**src/hw/gpport_pkg.sv**
```systemverilog
// Operation
// [RULE1] function enable 0: direction and output value drive pin, level readable
// [RULE2] function enable 1: peripheral data and enable drive the pin
// [RULE3] reset clears every function enable bit
// [RULE4] software sets function enable before enabling the peripheral function
// [RULE5] direction 0 is input, buffer off; 1 is output, buffer on
// [RULE6] reset clears every direction bit
// [RULE7] level input is read-only and shows present pin levels, outputs too
// [RULE8] output value write sets driven level; read returns last write
// [RULE9] output value keeps contents across reset
// [RULE10] pull-up only in general mode with buffer off; never in alternate mode
// [RULE11] reset clears every pull-up enable bit
// [RULE12] slew select picks slow or fast slew in both modes
// [RULE13] reset clears every slew select bit
// [RULE14] function choice picks one of two peripherals, only when enabled
// [RULE15] choice routes to fixed per-pin pair; software clears unused choices
// [RULE16] open drain: output value 0, direction toggles between zero and float
// [RULE17] registers are byte wide, bit n controls pin n, all but input writable
// [RULE18] input buffer on during level reads in general mode, always in alternate; code enables it for the access cycle, after prdata took the level
// [RULE19] each peripheral gives separate data and enable, muxed in alternate mode
package gpport_pkg;
  localparam int          GPPORT_W          = 8;
  localparam logic [11:0] GPPORT_OFF_FEN    = 12'h000;
  localparam logic [11:0] GPPORT_OFF_DIR    = 12'h004;
  localparam logic [11:0] GPPORT_OFF_LVL    = 12'h008;
  localparam logic [11:0] GPPORT_OFF_OUT    = 12'h00C;
  localparam logic [11:0] GPPORT_OFF_PU     = 12'h010;
  localparam logic [11:0] GPPORT_OFF_SLEW   = 12'h014;
  localparam logic [11:0] GPPORT_OFF_CHOICE = 12'h018;
  localparam logic [7:0]  GPPORT_RST_CLEAR  = 8'h00;
  localparam logic [7:0]  GPPORT_ALL_ONES   = 8'hFF;
  typedef enum logic [1:0] {
    GPPORT_IDLE   = 2'b00,
    GPPORT_ACCESS = 2'b01
  } gpport_state_t;
endpackage : gpport_pkg

```
**src/hw/gpport_sync.sv**
```systemverilog
`timescale 1ns/1ps
// three-stage pin synchroniser; a change counts once stages two and three agree
module gpport_sync
  import gpport_pkg::*;
(
  input  wire logic                pclk,
  input  wire logic                presetn,
  input  wire logic [GPPORT_W-1:0] pin_async,
  output logic      [GPPORT_W-1:0] pin_level
);
  logic [GPPORT_W-1:0] s1;
  logic [GPPORT_W-1:0] s2;
  logic [GPPORT_W-1:0] s3;

  always_ff @(posedge pclk or negedge presetn) begin
    if (!presetn) begin
      s1 <= GPPORT_RST_CLEAR;
      s2 <= GPPORT_RST_CLEAR;
      s3 <= GPPORT_RST_CLEAR;
    end else begin
      s1 <= pin_async;
      s2 <= s1;
      s3 <= s2;
    end
  end

  // agreement filter suppresses a single-cycle metastable glitch
  always_ff @(posedge pclk or negedge presetn) begin
    if (!presetn) begin
      pin_level <= GPPORT_RST_CLEAR;
    end else begin
      pin_level <= (s2 & s3) | (pin_level & (s2 | s3));
    end
  end
endmodule : gpport_sync

```
**src/hw/gpport_top.sv**
```systemverilog
// Added by the designer: the APB slave port and the address map.
`timescale 1ns/1ps
module gpport_top
  import gpport_pkg::*;
(
  input  wire logic                pclk,
  input  wire logic                presetn,
  input  wire logic                psel,
  input  wire logic                penable,
  input  wire logic                pwrite,
  input  wire logic [11:0]         paddr,
  input  wire logic [31:0]         pwdata,
  input  wire logic [3:0]          pstrb,
  output logic      [31:0]         prdata,
  output logic                     pready,
  output logic                     pslverr,
  input  wire logic [GPPORT_W-1:0] pin_in,
  output logic      [GPPORT_W-1:0] pin_out,
  output logic      [GPPORT_W-1:0] pin_oe_n,
  output logic      [GPPORT_W-1:0] pin_pullup,
  output logic      [GPPORT_W-1:0] pin_fast_slew,
  output logic      [GPPORT_W-1:0] pin_in_buf_en,
  input  wire logic [GPPORT_W-1:0] periph0_out,
  input  wire logic [GPPORT_W-1:0] periph0_oe,
  input  wire logic [GPPORT_W-1:0] periph1_out,
  input  wire logic [GPPORT_W-1:0] periph1_oe,
  output logic      [GPPORT_W-1:0] periph0_in,
  output logic      [GPPORT_W-1:0] periph1_in
);
  logic [GPPORT_W-1:0] pin_function_enable;
  logic [GPPORT_W-1:0] pin_direction;
  logic [GPPORT_W-1:0] pin_output_value;
  logic [GPPORT_W-1:0] pin_pullup_enable;
  logic [GPPORT_W-1:0] pin_slew_select;
  logic [GPPORT_W-1:0] pin_function_choice;
  logic [GPPORT_W-1:0] pin_level_input;
  logic [GPPORT_W-1:0] next_out;
  logic [GPPORT_W-1:0] next_oe;
  logic                wr_go;
  logic                rd_go;
  logic                addr_ok;
  logic                lvl_read_setup;

  function automatic logic decode_ok(input logic [11:0] a);
    case (a)
      GPPORT_OFF_FEN, GPPORT_OFF_DIR, GPPORT_OFF_LVL, GPPORT_OFF_OUT,
      GPPORT_OFF_PU, GPPORT_OFF_SLEW, GPPORT_OFF_CHOICE: decode_ok = 1'b1;
      default: decode_ok = 1'b0;
    endcase
  endfunction : decode_ok

  // zero-wait slave: pready rises in the access cycle itself
  assign addr_ok        = decode_ok(paddr);
  assign wr_go          = psel & penable & pwrite & pready & addr_ok & pstrb[0];
  assign rd_go          = psel & penable & ~pwrite & pready;
  assign lvl_read_setup = psel & ~penable & ~pwrite & (paddr == GPPORT_OFF_LVL);

  gpport_sync u_sync (
    .pclk      (pclk),
    .presetn   (presetn),
    .pin_async (pin_in),
    .pin_level (pin_level_input)
  );

  always_ff @(posedge pclk or negedge presetn) begin
    if (!presetn) begin
      pready  <= 1'b0;
      pslverr <= 1'b0;
    end else begin
      pready  <= psel & ~penable;
      pslverr <= psel & ~penable & (~decode_ok(paddr) | (pwrite & (paddr == GPPORT_OFF_LVL)));
    end
  end

  // control registers cleared by reset
  always_ff @(posedge pclk or negedge presetn) begin
    if (!presetn) begin
      pin_function_enable <= GPPORT_RST_CLEAR; // [RULE3]
      pin_direction       <= GPPORT_RST_CLEAR; // [RULE6]
      pin_pullup_enable   <= GPPORT_RST_CLEAR; // [RULE11]
      pin_slew_select     <= GPPORT_RST_CLEAR; // [RULE13]
      pin_function_choice <= GPPORT_RST_CLEAR;
    end else if (wr_go) begin
      case (paddr) // [RULE17]
        GPPORT_OFF_FEN:    pin_function_enable <= pwdata[GPPORT_W-1:0];
        GPPORT_OFF_DIR:    pin_direction       <= pwdata[GPPORT_W-1:0];
        GPPORT_OFF_PU:     pin_pullup_enable   <= pwdata[GPPORT_W-1:0];
        GPPORT_OFF_SLEW:   pin_slew_select     <= pwdata[GPPORT_W-1:0];
        GPPORT_OFF_CHOICE: pin_function_choice <= pwdata[GPPORT_W-1:0]; // [RULE15]
        default: ;
      endcase
    end
  end

  // no reset branch: contents survive reset, unknown at power-up
  always_ff @(posedge pclk) begin
    if (wr_go && paddr == GPPORT_OFF_OUT) begin
      pin_output_value <= pwdata[GPPORT_W-1:0]; // [RULE8] [RULE9]
    end
  end

  always_ff @(posedge pclk or negedge presetn) begin
    if (!presetn) begin
      prdata <= '0;
    end else if (psel && !penable && !pwrite) begin
      prdata <= '0;
      case (paddr)
        GPPORT_OFF_FEN:    prdata[GPPORT_W-1:0] <= pin_function_enable;
        GPPORT_OFF_DIR:    prdata[GPPORT_W-1:0] <= pin_direction;
        GPPORT_OFF_LVL:    prdata[GPPORT_W-1:0] <= pin_level_input; // [RULE7]
        GPPORT_OFF_OUT:    prdata[GPPORT_W-1:0] <= pin_output_value; // [RULE8]
        GPPORT_OFF_PU:     prdata[GPPORT_W-1:0] <= pin_pullup_enable;
        GPPORT_OFF_SLEW:   prdata[GPPORT_W-1:0] <= pin_slew_select;
        GPPORT_OFF_CHOICE: prdata[GPPORT_W-1:0] <= pin_function_choice;
        default:           prdata <= '0;
      endcase
    end else if (rd_go) begin
      prdata <= prdata;
    end
  end

  // per-pin output mux; open drain falls out of value 0 with direction toggling
  always_comb begin
    for (int i = 0; i < GPPORT_W; i++) begin
      if (pin_function_enable[i]) begin
        // choice ignored unless the pin is in alternate mode
        next_out[i] = pin_function_choice[i] ? periph1_out[i] : periph0_out[i]; // [RULE2] [RULE14] [RULE19]
        next_oe[i]  = pin_function_choice[i] ? periph1_oe[i]  : periph0_oe[i]; // [RULE15]
      end else begin
        next_out[i] = pin_output_value[i]; // [RULE1] [RULE16]
        next_oe[i]  = pin_direction[i]; // [RULE5]
      end
    end
  end

  always_ff @(posedge pclk or negedge presetn) begin
    if (!presetn) begin
      pin_out       <= GPPORT_RST_CLEAR;
      pin_oe_n      <= GPPORT_ALL_ONES;
      pin_pullup    <= GPPORT_RST_CLEAR;
      pin_fast_slew <= GPPORT_RST_CLEAR;
    end else begin
      pin_out       <= next_out;
      pin_oe_n      <= ~next_oe; // [RULE5]
      pin_pullup    <= pin_pullup_enable & ~pin_function_enable & ~pin_direction; // [RULE10]
      pin_fast_slew <= pin_slew_select; // [RULE12]
    end
  end

  // input buffers powered only when needed, saving static current
  always_ff @(posedge pclk or negedge presetn) begin
    if (!presetn) begin
      pin_in_buf_en <= GPPORT_RST_CLEAR;
    end else begin
      pin_in_buf_en <= pin_function_enable | {GPPORT_W{lvl_read_setup}}; // [RULE18]
    end
  end

  // peripheral inputs see the level only on their selected function
  always_ff @(posedge pclk or negedge presetn) begin
    if (!presetn) begin
      periph0_in <= GPPORT_RST_CLEAR;
      periph1_in <= GPPORT_RST_CLEAR;
    end else begin
      periph0_in <= pin_level_input & pin_function_enable & ~pin_function_choice; // [RULE14]
      periph1_in <= pin_level_input & pin_function_enable & pin_function_choice;
    end
  end
endmodule : gpport_top

```
**config.mk**
```make
export PLATFORM = sky130hd
export DESIGN_NAME = gpport_top
export DESIGN_NICKNAME = d
export VERILOG_FILES = /design/src/hw/gpport_pkg.sv /design/src/hw/gpport_sync.sv /design/src/hw/gpport_top.sv
export SDC_FILE = /design/constraint.sdc
export NUM_CORES = 1
export LEC_CHECK = 0
export BUFFER_PORTS_ARGS = -buffer_cell sky130_fd_sc_hd__buf_2
export CAP_MARGIN = 20
export CORE_MARGIN = 4
export CORE_UTILIZATION = 57
export CTS_BUF_LIST = sky130_fd_sc_hd__clkbuf_8
export DETAILED_ROUTE_END_ITERATION = 6
export PLACE_DENSITY_LB_ADDON = 0.08
export SETUP_SLACK_MARGIN = 0.4
export SYNTH_ARGS = -nofsm -noshare
export SYNTH_HDL_FRONTEND = slang
export SYNTH_HIERARCHICAL = 1
export SYNTH_SLANG_ARGS = --single-unit
```
**constraint.sdc**
```tcl
create_clock -name pclk -period 4.9 [get_ports pclk]
set_clock_uncertainty 0.1 [all_clocks]
set_input_delay 0.49 -clock pclk [delete_from_list [all_inputs] [get_ports pclk]]
set_output_delay 0.49 -clock pclk [all_outputs]
set_load 0.02 [all_outputs]
```
==> impl_results.md, run 1 <==
* Run status: completed
* Grt total ovfl at 0
* Initial antenna violation count at 1
* Placed Instance Area at 6460 um^2
* Num rows at 36
* Final period util at roughly 55%
* # nets final at 650
* RSZ-0062 raised after global routing: no
* First-pass GRT wire length at roughly 19 mm
* IO Port Bufs at 131
* CP startpoint kind: primary input
* Async set-reset flop share out of synthesis at 94.5%
* IO Pins at 183
* Logic gate share of total power at 4.8%
* Starting Density at 58.8%
* Length of routed wiring on met1 at 5.21 mm
* Setup tns final at 0 ps
* Final cell count without fillers at 703
* Worst hold-check path type: in2async
* Largest net degree at the start of global routing at 97
* Met3 WL at 852 um
* Lkg Pwr at approximately 3.5 nW
* Gpl congestion at 0.775
* WL final at 12.5 mm
* CP Class: in2reg
* DP HPWL at 8.39 mm
* Most frequent cells in the layout: 130 x buf_2, 130 x dfrtp_1, 44 x mux2_2, 29 x nand2_1, 28 x mux2i_1
* Slew @ Worst Pin at 827 ps
* TritonCTS Buffers at 17
* Worst Path Required at approximately 5100 ps
* # fillers at 726
* Core ar. at 9860 um^2
* Drt pass-1 iters at 4
* Clock transition at path regs at 70 ps
* Yosys reg bits at between 100 and 150
* Number of synthesized flops with an enable pin at 8
* Fin crit period at between 2000 and 3000 ps
* DRC Markers at 0
* Internal at approximately 2 mW
* Synth warn at 6
* Sequential power share at 50.3%
* Vias in the first global route at 3,676
* N_diodes at 0
* Peak fanout along the critical path at 8
* Die outline area at 11,900 um^2
* Root Buffer Master: clkbuf_8
* Final hold vios at 0
* First DRT Iteration DRCs at around 120
* DR vias at 3,747
* Max VDD drop at 0.327 mV
* Post CTS Setup Buffer Count at 0
* Layout cell share with drive strength beyond 1 at 40.7%
* Synth Flop Type: dfrtp_1
* GRT Total Usage at roughly 22%
* PD cells at 356 nW/um^2
* Fmax at ~0.37 GHz
* Maxcap violations at 0
* Highest metal used: met5
* Die H at 109 um
* Gates resized, CTS repair at 0
* Max clock buf depth at 2
* Max Slew Vio Count at 0
* Worst skew pair latency at roughly 450 ps
* Routed WL per cell at 17.8 um
* CTS H-tree depth at 4
* Final ANT Viol Nets at 0
* R2r setup slk at 2790 ps
* Setup-failing EPs final at 0
* Vias per cell at between 5 and 6
* Cell count after synthesis at 424
* Clock Sinks at 146
* DP Cell Count at ~670
* Met2 WL at 6.12 mm
* Synthesis-to-layout area growth at 19.9%
* Sw power at 515 uW
* Cell variety after synth at 48
* Die X at ~110 um
* Crit path DAT at roughly 2900 ps
* Cell Area, Synth at a little under 6000 um^2
* Clock power frac at 44.9%
* Slew Limit Headroom at 44.8%
* Switching Fraction at 20.8%
* Sequential area share after synthesis at 63.8%
* Hold bufs inserted after CTS at 0
* Post-route cell area at 6950 um^2
* Setup crit end kind: register
* Avg Cell Area, Syn at 13.7 um^2
* CTS tree: yes
worst max-delay path: stages:
cell	delay [ps]
buf_2	90
or4_4	550
or4_1	690
nor4_4	680
mux2_2	410
layer usage:
layer	up-vias	GRT usage [%]
met4	2	10.1
li1	1729	-
met5	-	0
met2	135	34.2
met3	25	7.05
met1	1856	28.7
cells in the mapped netlist (2+ instances only):
| cell | number | area [um^2] |
|---|---|---|
| dfrtp_1 | 130 | 3250 |
| and2_1 | 2 | 12.5 |
| nor2b_1 | 2 | 12.5 |
| nand4b_1 | 2 | 17.5 |
| a221o_1 | 3 | 30.0 |
| nor2_1 | 20 | 75.1 |
| buf_4 | 24 | 180 |
| a21oi_1 | 10 | 50.1 |
| a21boi_0 | 2 | 15.0 |
| nor3b_1 | 10 | 75.1 |
| edfxtp_1 | 8 | 240 |
| mux2i_1 | 28 | 280 |
| and3b_1 | 2 | 17.5 |
| mux2_2 | 44 | 495 |
| nand2b_1 | 11 | 68.8 |
| maj3_2 | 8 | 90.1 |
| nand3_1 | 3 | 15.0 |
| o221ai_1 | 5 | 43.8 |
| nand2_1 | 29 | 109 |
| o21ai_0 | 13 | 65.1 |
| a22oi_1 | 5 | 37.5 |
| dfstp_2 | 8 | 210 |
| nand3b_1 | 4 | 30.0 |
| and2_0 | 3 | 18.8 |
| buf_1 | 3 | 11.3 |
| mux4_2 | 2 | 45.0 |
| and3_1 | 10 | 62.6 |
| clkbuf_1 | 12 | 45.0 |
| nor3_4 | 2 | 32.5 |
metrics by stage:
stage | hold WS, ps | utilization, % | power (mW) | worst slack, ps
floorplan | 94.4 | - | 1.34 | 2230
finish | 23.9 | 70.5 | 2.47 | 2220
detailed placement | 237 | 65.5 | 1.39 | 1710
global route | 11.4 | 70.5 | 2.57 | 2030
CTS | 3.97 | 70.5 | 2.50 | 2200
global placement | 233 | 65.5 | 1.38 | 1730
cells by family after synthesis:
group / synth area share [%]
adders and majority gates: 1.55
and+or+nand+nor: 11.0
other: 0.0646
buffers and inverters: 4.44
DFF: 63.8
muxes: 14.2
AOI/OAI and AO/OA: 4.96
area by class of cell:
cell class	instances	area [um^2]	area share, %
well taps	133	166	2.39
multi-input cells	260	1930	27.7
clock inverters	9	173	2.48
flip-flops and latches	146	3700	53.3
clock buffers	23	317	4.55
repair buffers	132	669	9.63
sequential cells by signal (all words and copies together), names as in the netlist:
signal               flops
periph0_in               8
periph1_in               8
pin_direction            8
pin_fast_slew            8
pin_function_choice      8
pin_function_enable      8
pin_in_buf_en            8
pin_oe_n                 8
pin_out                  8
pin_output_value         8
pin_pullup               8
pin_pullup_enable        8
pin_slew_select          8
prdata                   8
u_sync/pin_level         8
u_sync/s1                8
u_sync/s2                8
u_sync/s3                8
pready                   1
pslverr                  1
final timing paths:
kind / cells past startpoint / startpoint / endpoint
setup / recovery: 5 / paddr[9] / pin_pullup_enable[7]
hold / removal: 1 / presetn / u_sync/s3[3]
setup reg to reg: 4 / pready / pin_slew_select[3]
hold reg to reg: 0 / u_sync/s1[4] / u_sync/s2[4]
max in group asynchronous: 2 / presetn / pin_oe_n[5]
min in group pclk: 1 / pin_in[3] / u_sync/s1[3]
power groups by stage:
stage	Sequential (mW)	Combinational, mW	Clock (mW)
CTS	1.25	0.120	1.13
floorplan	1.26	0.0702	0
global route	1.25	0.131	1.19
finish	1.25	0.118	1.11
detailed placement	1.27	0.119	0
global placement	1.27	0.116	0
Power figures use the tool's default switching activity.
==> run 2: changes to the inputs <==
--- a/config.mk
+++ b/config.mk
@@ -8,7 +8,7 @@
 export BUFFER_PORTS_ARGS = -buffer_cell sky130_fd_sc_hd__buf_2
 export CAP_MARGIN = 20
 export CORE_MARGIN = 4
-export CORE_UTILIZATION = 57
+export CORE_UTILIZATION = 53
 export CTS_BUF_LIST = sky130_fd_sc_hd__clkbuf_8
 export DETAILED_ROUTE_END_ITERATION = 6
 export PLACE_DENSITY_LB_ADDON = 0.08
==> constraint.sdc (replaced) <==
create_clock -name pclk -period 2.47 [get_ports pclk]
set_clock_uncertainty 0.1 [all_clocks]
set_input_delay 0.247 -clock pclk [delete_from_list [all_inputs] [get_ports pclk]]
set_output_delay 0.247 -clock pclk [all_outputs]
set_load 0.02 [all_outputs]
==> run 2 against run 1 <==
Net effect:
- non-clock buffer count is 58 higher
- sequential power is 98% higher
- total power is 90% higher
- die area is 7.0% higher
- register-to-register slack worse by 2300 ps
- critical path type unchanged
- largest power group unchanged
- highest routed layer is now met4
==> impl_results.md, run 2 (synthesis results as in run 1) <==
* WL final at 13.4 mm
* RSZ-0062 raised after global routing: no
* IO Port Bufs at 131
* IO Pins at 183
* Worst path cell trace: buf_2 > or4_4 > or4_4 > nor3_4 > buf_4 > mux2_2
* TritonCTS Buffers at 17
* PD cells at between 600 and 700 nW/um^2
* CP dominant cell by count: or4_4
* Maxcap violations at 0
* Slowest CP cell: or4_4
* Worst Path Required at 2680 ps
* CP Class: in2reg
* Max clock buf depth at 2
* Slew Limit Headroom at between 60% and 70%
* Die X at 113 um
* Fin crit period at 2020 ps
* Die H at 113 um
* Peak fanout along the critical path at 5
* Grt total ovfl at 0
* Die outline area at 12,700 um^2
* GRT Total Usage at 22.2%
* Gates resized, CTS repair at 0
* Slew @ Worst Pin at 535 ps
* DP Worst Slack at 8.99 ps
* PnR worst setup slack at 453 ps
* Clock transition at path regs at roughly 70 ps
* Fmax at between 0.4 and 0.5 GHz
* Vias in the first global route at 4,219
* CP startpoint kind: primary input
* CP max stage delay at 580 ps
* Crit path max-delay family: simple AND/OR/NAND/NOR gates
* Worst skew pair latency at 430 ps
* Worst hold-check path type: in2reg
* Largest net degree at the start of global routing at 58
* Max VDD drop at 0.341 mV
* DP HPWL at 9.34 mm
* Root Buffer Master: clkbuf_8
* # nets final at 708
* Setup crit end kind: register
* CTS tree: yes
* Starting Density at a little under three fifths
* First-pass GRT wire length at 22.1 mm
* Final hold vios at 0
* Drt pass-1 iters at 4
* Setup tns final at 0 ps
* Final period util at between 80 and 90%
* First DRT Iteration DRCs at 170
* Crit path DAT at around 2200 ps
* Final ANT Viol Nets at 0
* Initial antenna violation count at 0
* Gpl congestion at 0.818
* Run status: completed
* Synthesis-to-layout area growth at 28.5%
* Layout cell share with drive strength beyond 1 at 40.4%
* Worst Path Buf+Inv at 2
* Clock Sinks at 146
* CTS H-tree depth at 4
* Setup-failing EPs final at 0
* DR vias at 4,006
* Num rows at 37
* Post CTS Setup Buffer Count at 0
* Hold bufs inserted after CTS at 35
* Max Slew Vio Count at 0
* Lkg Pwr at 3.79 nW
* DRC Markers at 0
* # fillers at 768
* Most frequent cells in the layout: 130 x buf_2, 130 x dfrtp_1, 38 x mux2_2, 35 x dlygate4sd3_1, 29 x nand2_1
* Routed WL per cell at 17.5 um
* N_diodes at 0
* Vias per cell at 5.24
* Core ar. at 10,500 um^2
## run 2: cell count changes in the layout (fill, tap and decap cells not counted), moves of 6 or more
cell	before	now
dlygate4sd3_1	0	35
buf_4	1	23
mux2_2	44	38
mux2_4	0	6
## run 2: worst reg2reg max path: stages, from the launching register on
cell,delay [ps]
dfrtp_1,340
and4_1,240
nand3_1,260
nor4_4,320
buf_4,210
mux2_2,340
## run 2: report_power, final
group          internal [mW]  switching (mW)
sequential              2.44          0.0240
clock                   1.10           0.848
combinational          0.128           0.167
total                   3.67            1.04
## run 2: worst paths after layout
| kind | start | end | slack (ps) | cells after the start |
|---|---|---|---|---|
| setup / recovery | paddr[9] | pin_function_choice[7] | 450 | 6 |
| hold / removal | periph0_out[5] | pin_out[5] | 20 | 3 |
| setup reg to reg | pready | pin_pullup_enable[6] | 540 | 5 |
| hold reg to reg | u_sync/s1[7] | u_sync/s2[7] | 250 | 0 |
| max in group asynchronous | presetn | pin_oe_n[4] | 1300 | 3 |
| min in group asynchronous | presetn | u_sync/s3[7] | 250 | 2 |
## run 2: layer usage
metal  global-route usage, %  vias up  part of all wire [%]
li1                        -     1835                     -
met3                    4.74       16                   6.6
met1                    30.5     2006                    43
met4                    7.05        0                   1.4
met5                       0        -                     0
met2                    35.8      149                    49
## run 2: area by class of cell
class                      instances  area [um^2]  share of cell area [%]
clock buffer                      21          289                    3.88
clock inverter                    11          133                    1.78
multi-input combinational        260         1950                    26.2
sequential                       146         3700                    49.7
tap                              136          170                    2.28
timing repair buffer             190         1200                    16.2
## run 2: through the flow
stage	utilization, %	hold slack, ps	std cells	power, mW	area, um^2
global placement	63.6	141	697	2.76	6680
floorplan	-	-149	447	2.65	5910
global route	70.9	21.8	764	4.89	7450
detailed placement	63.6	152	697	2.77	6680
CTS	70.9	4.68	764	4.75	7450
finish	70.9	20.9	764	4.71	7450
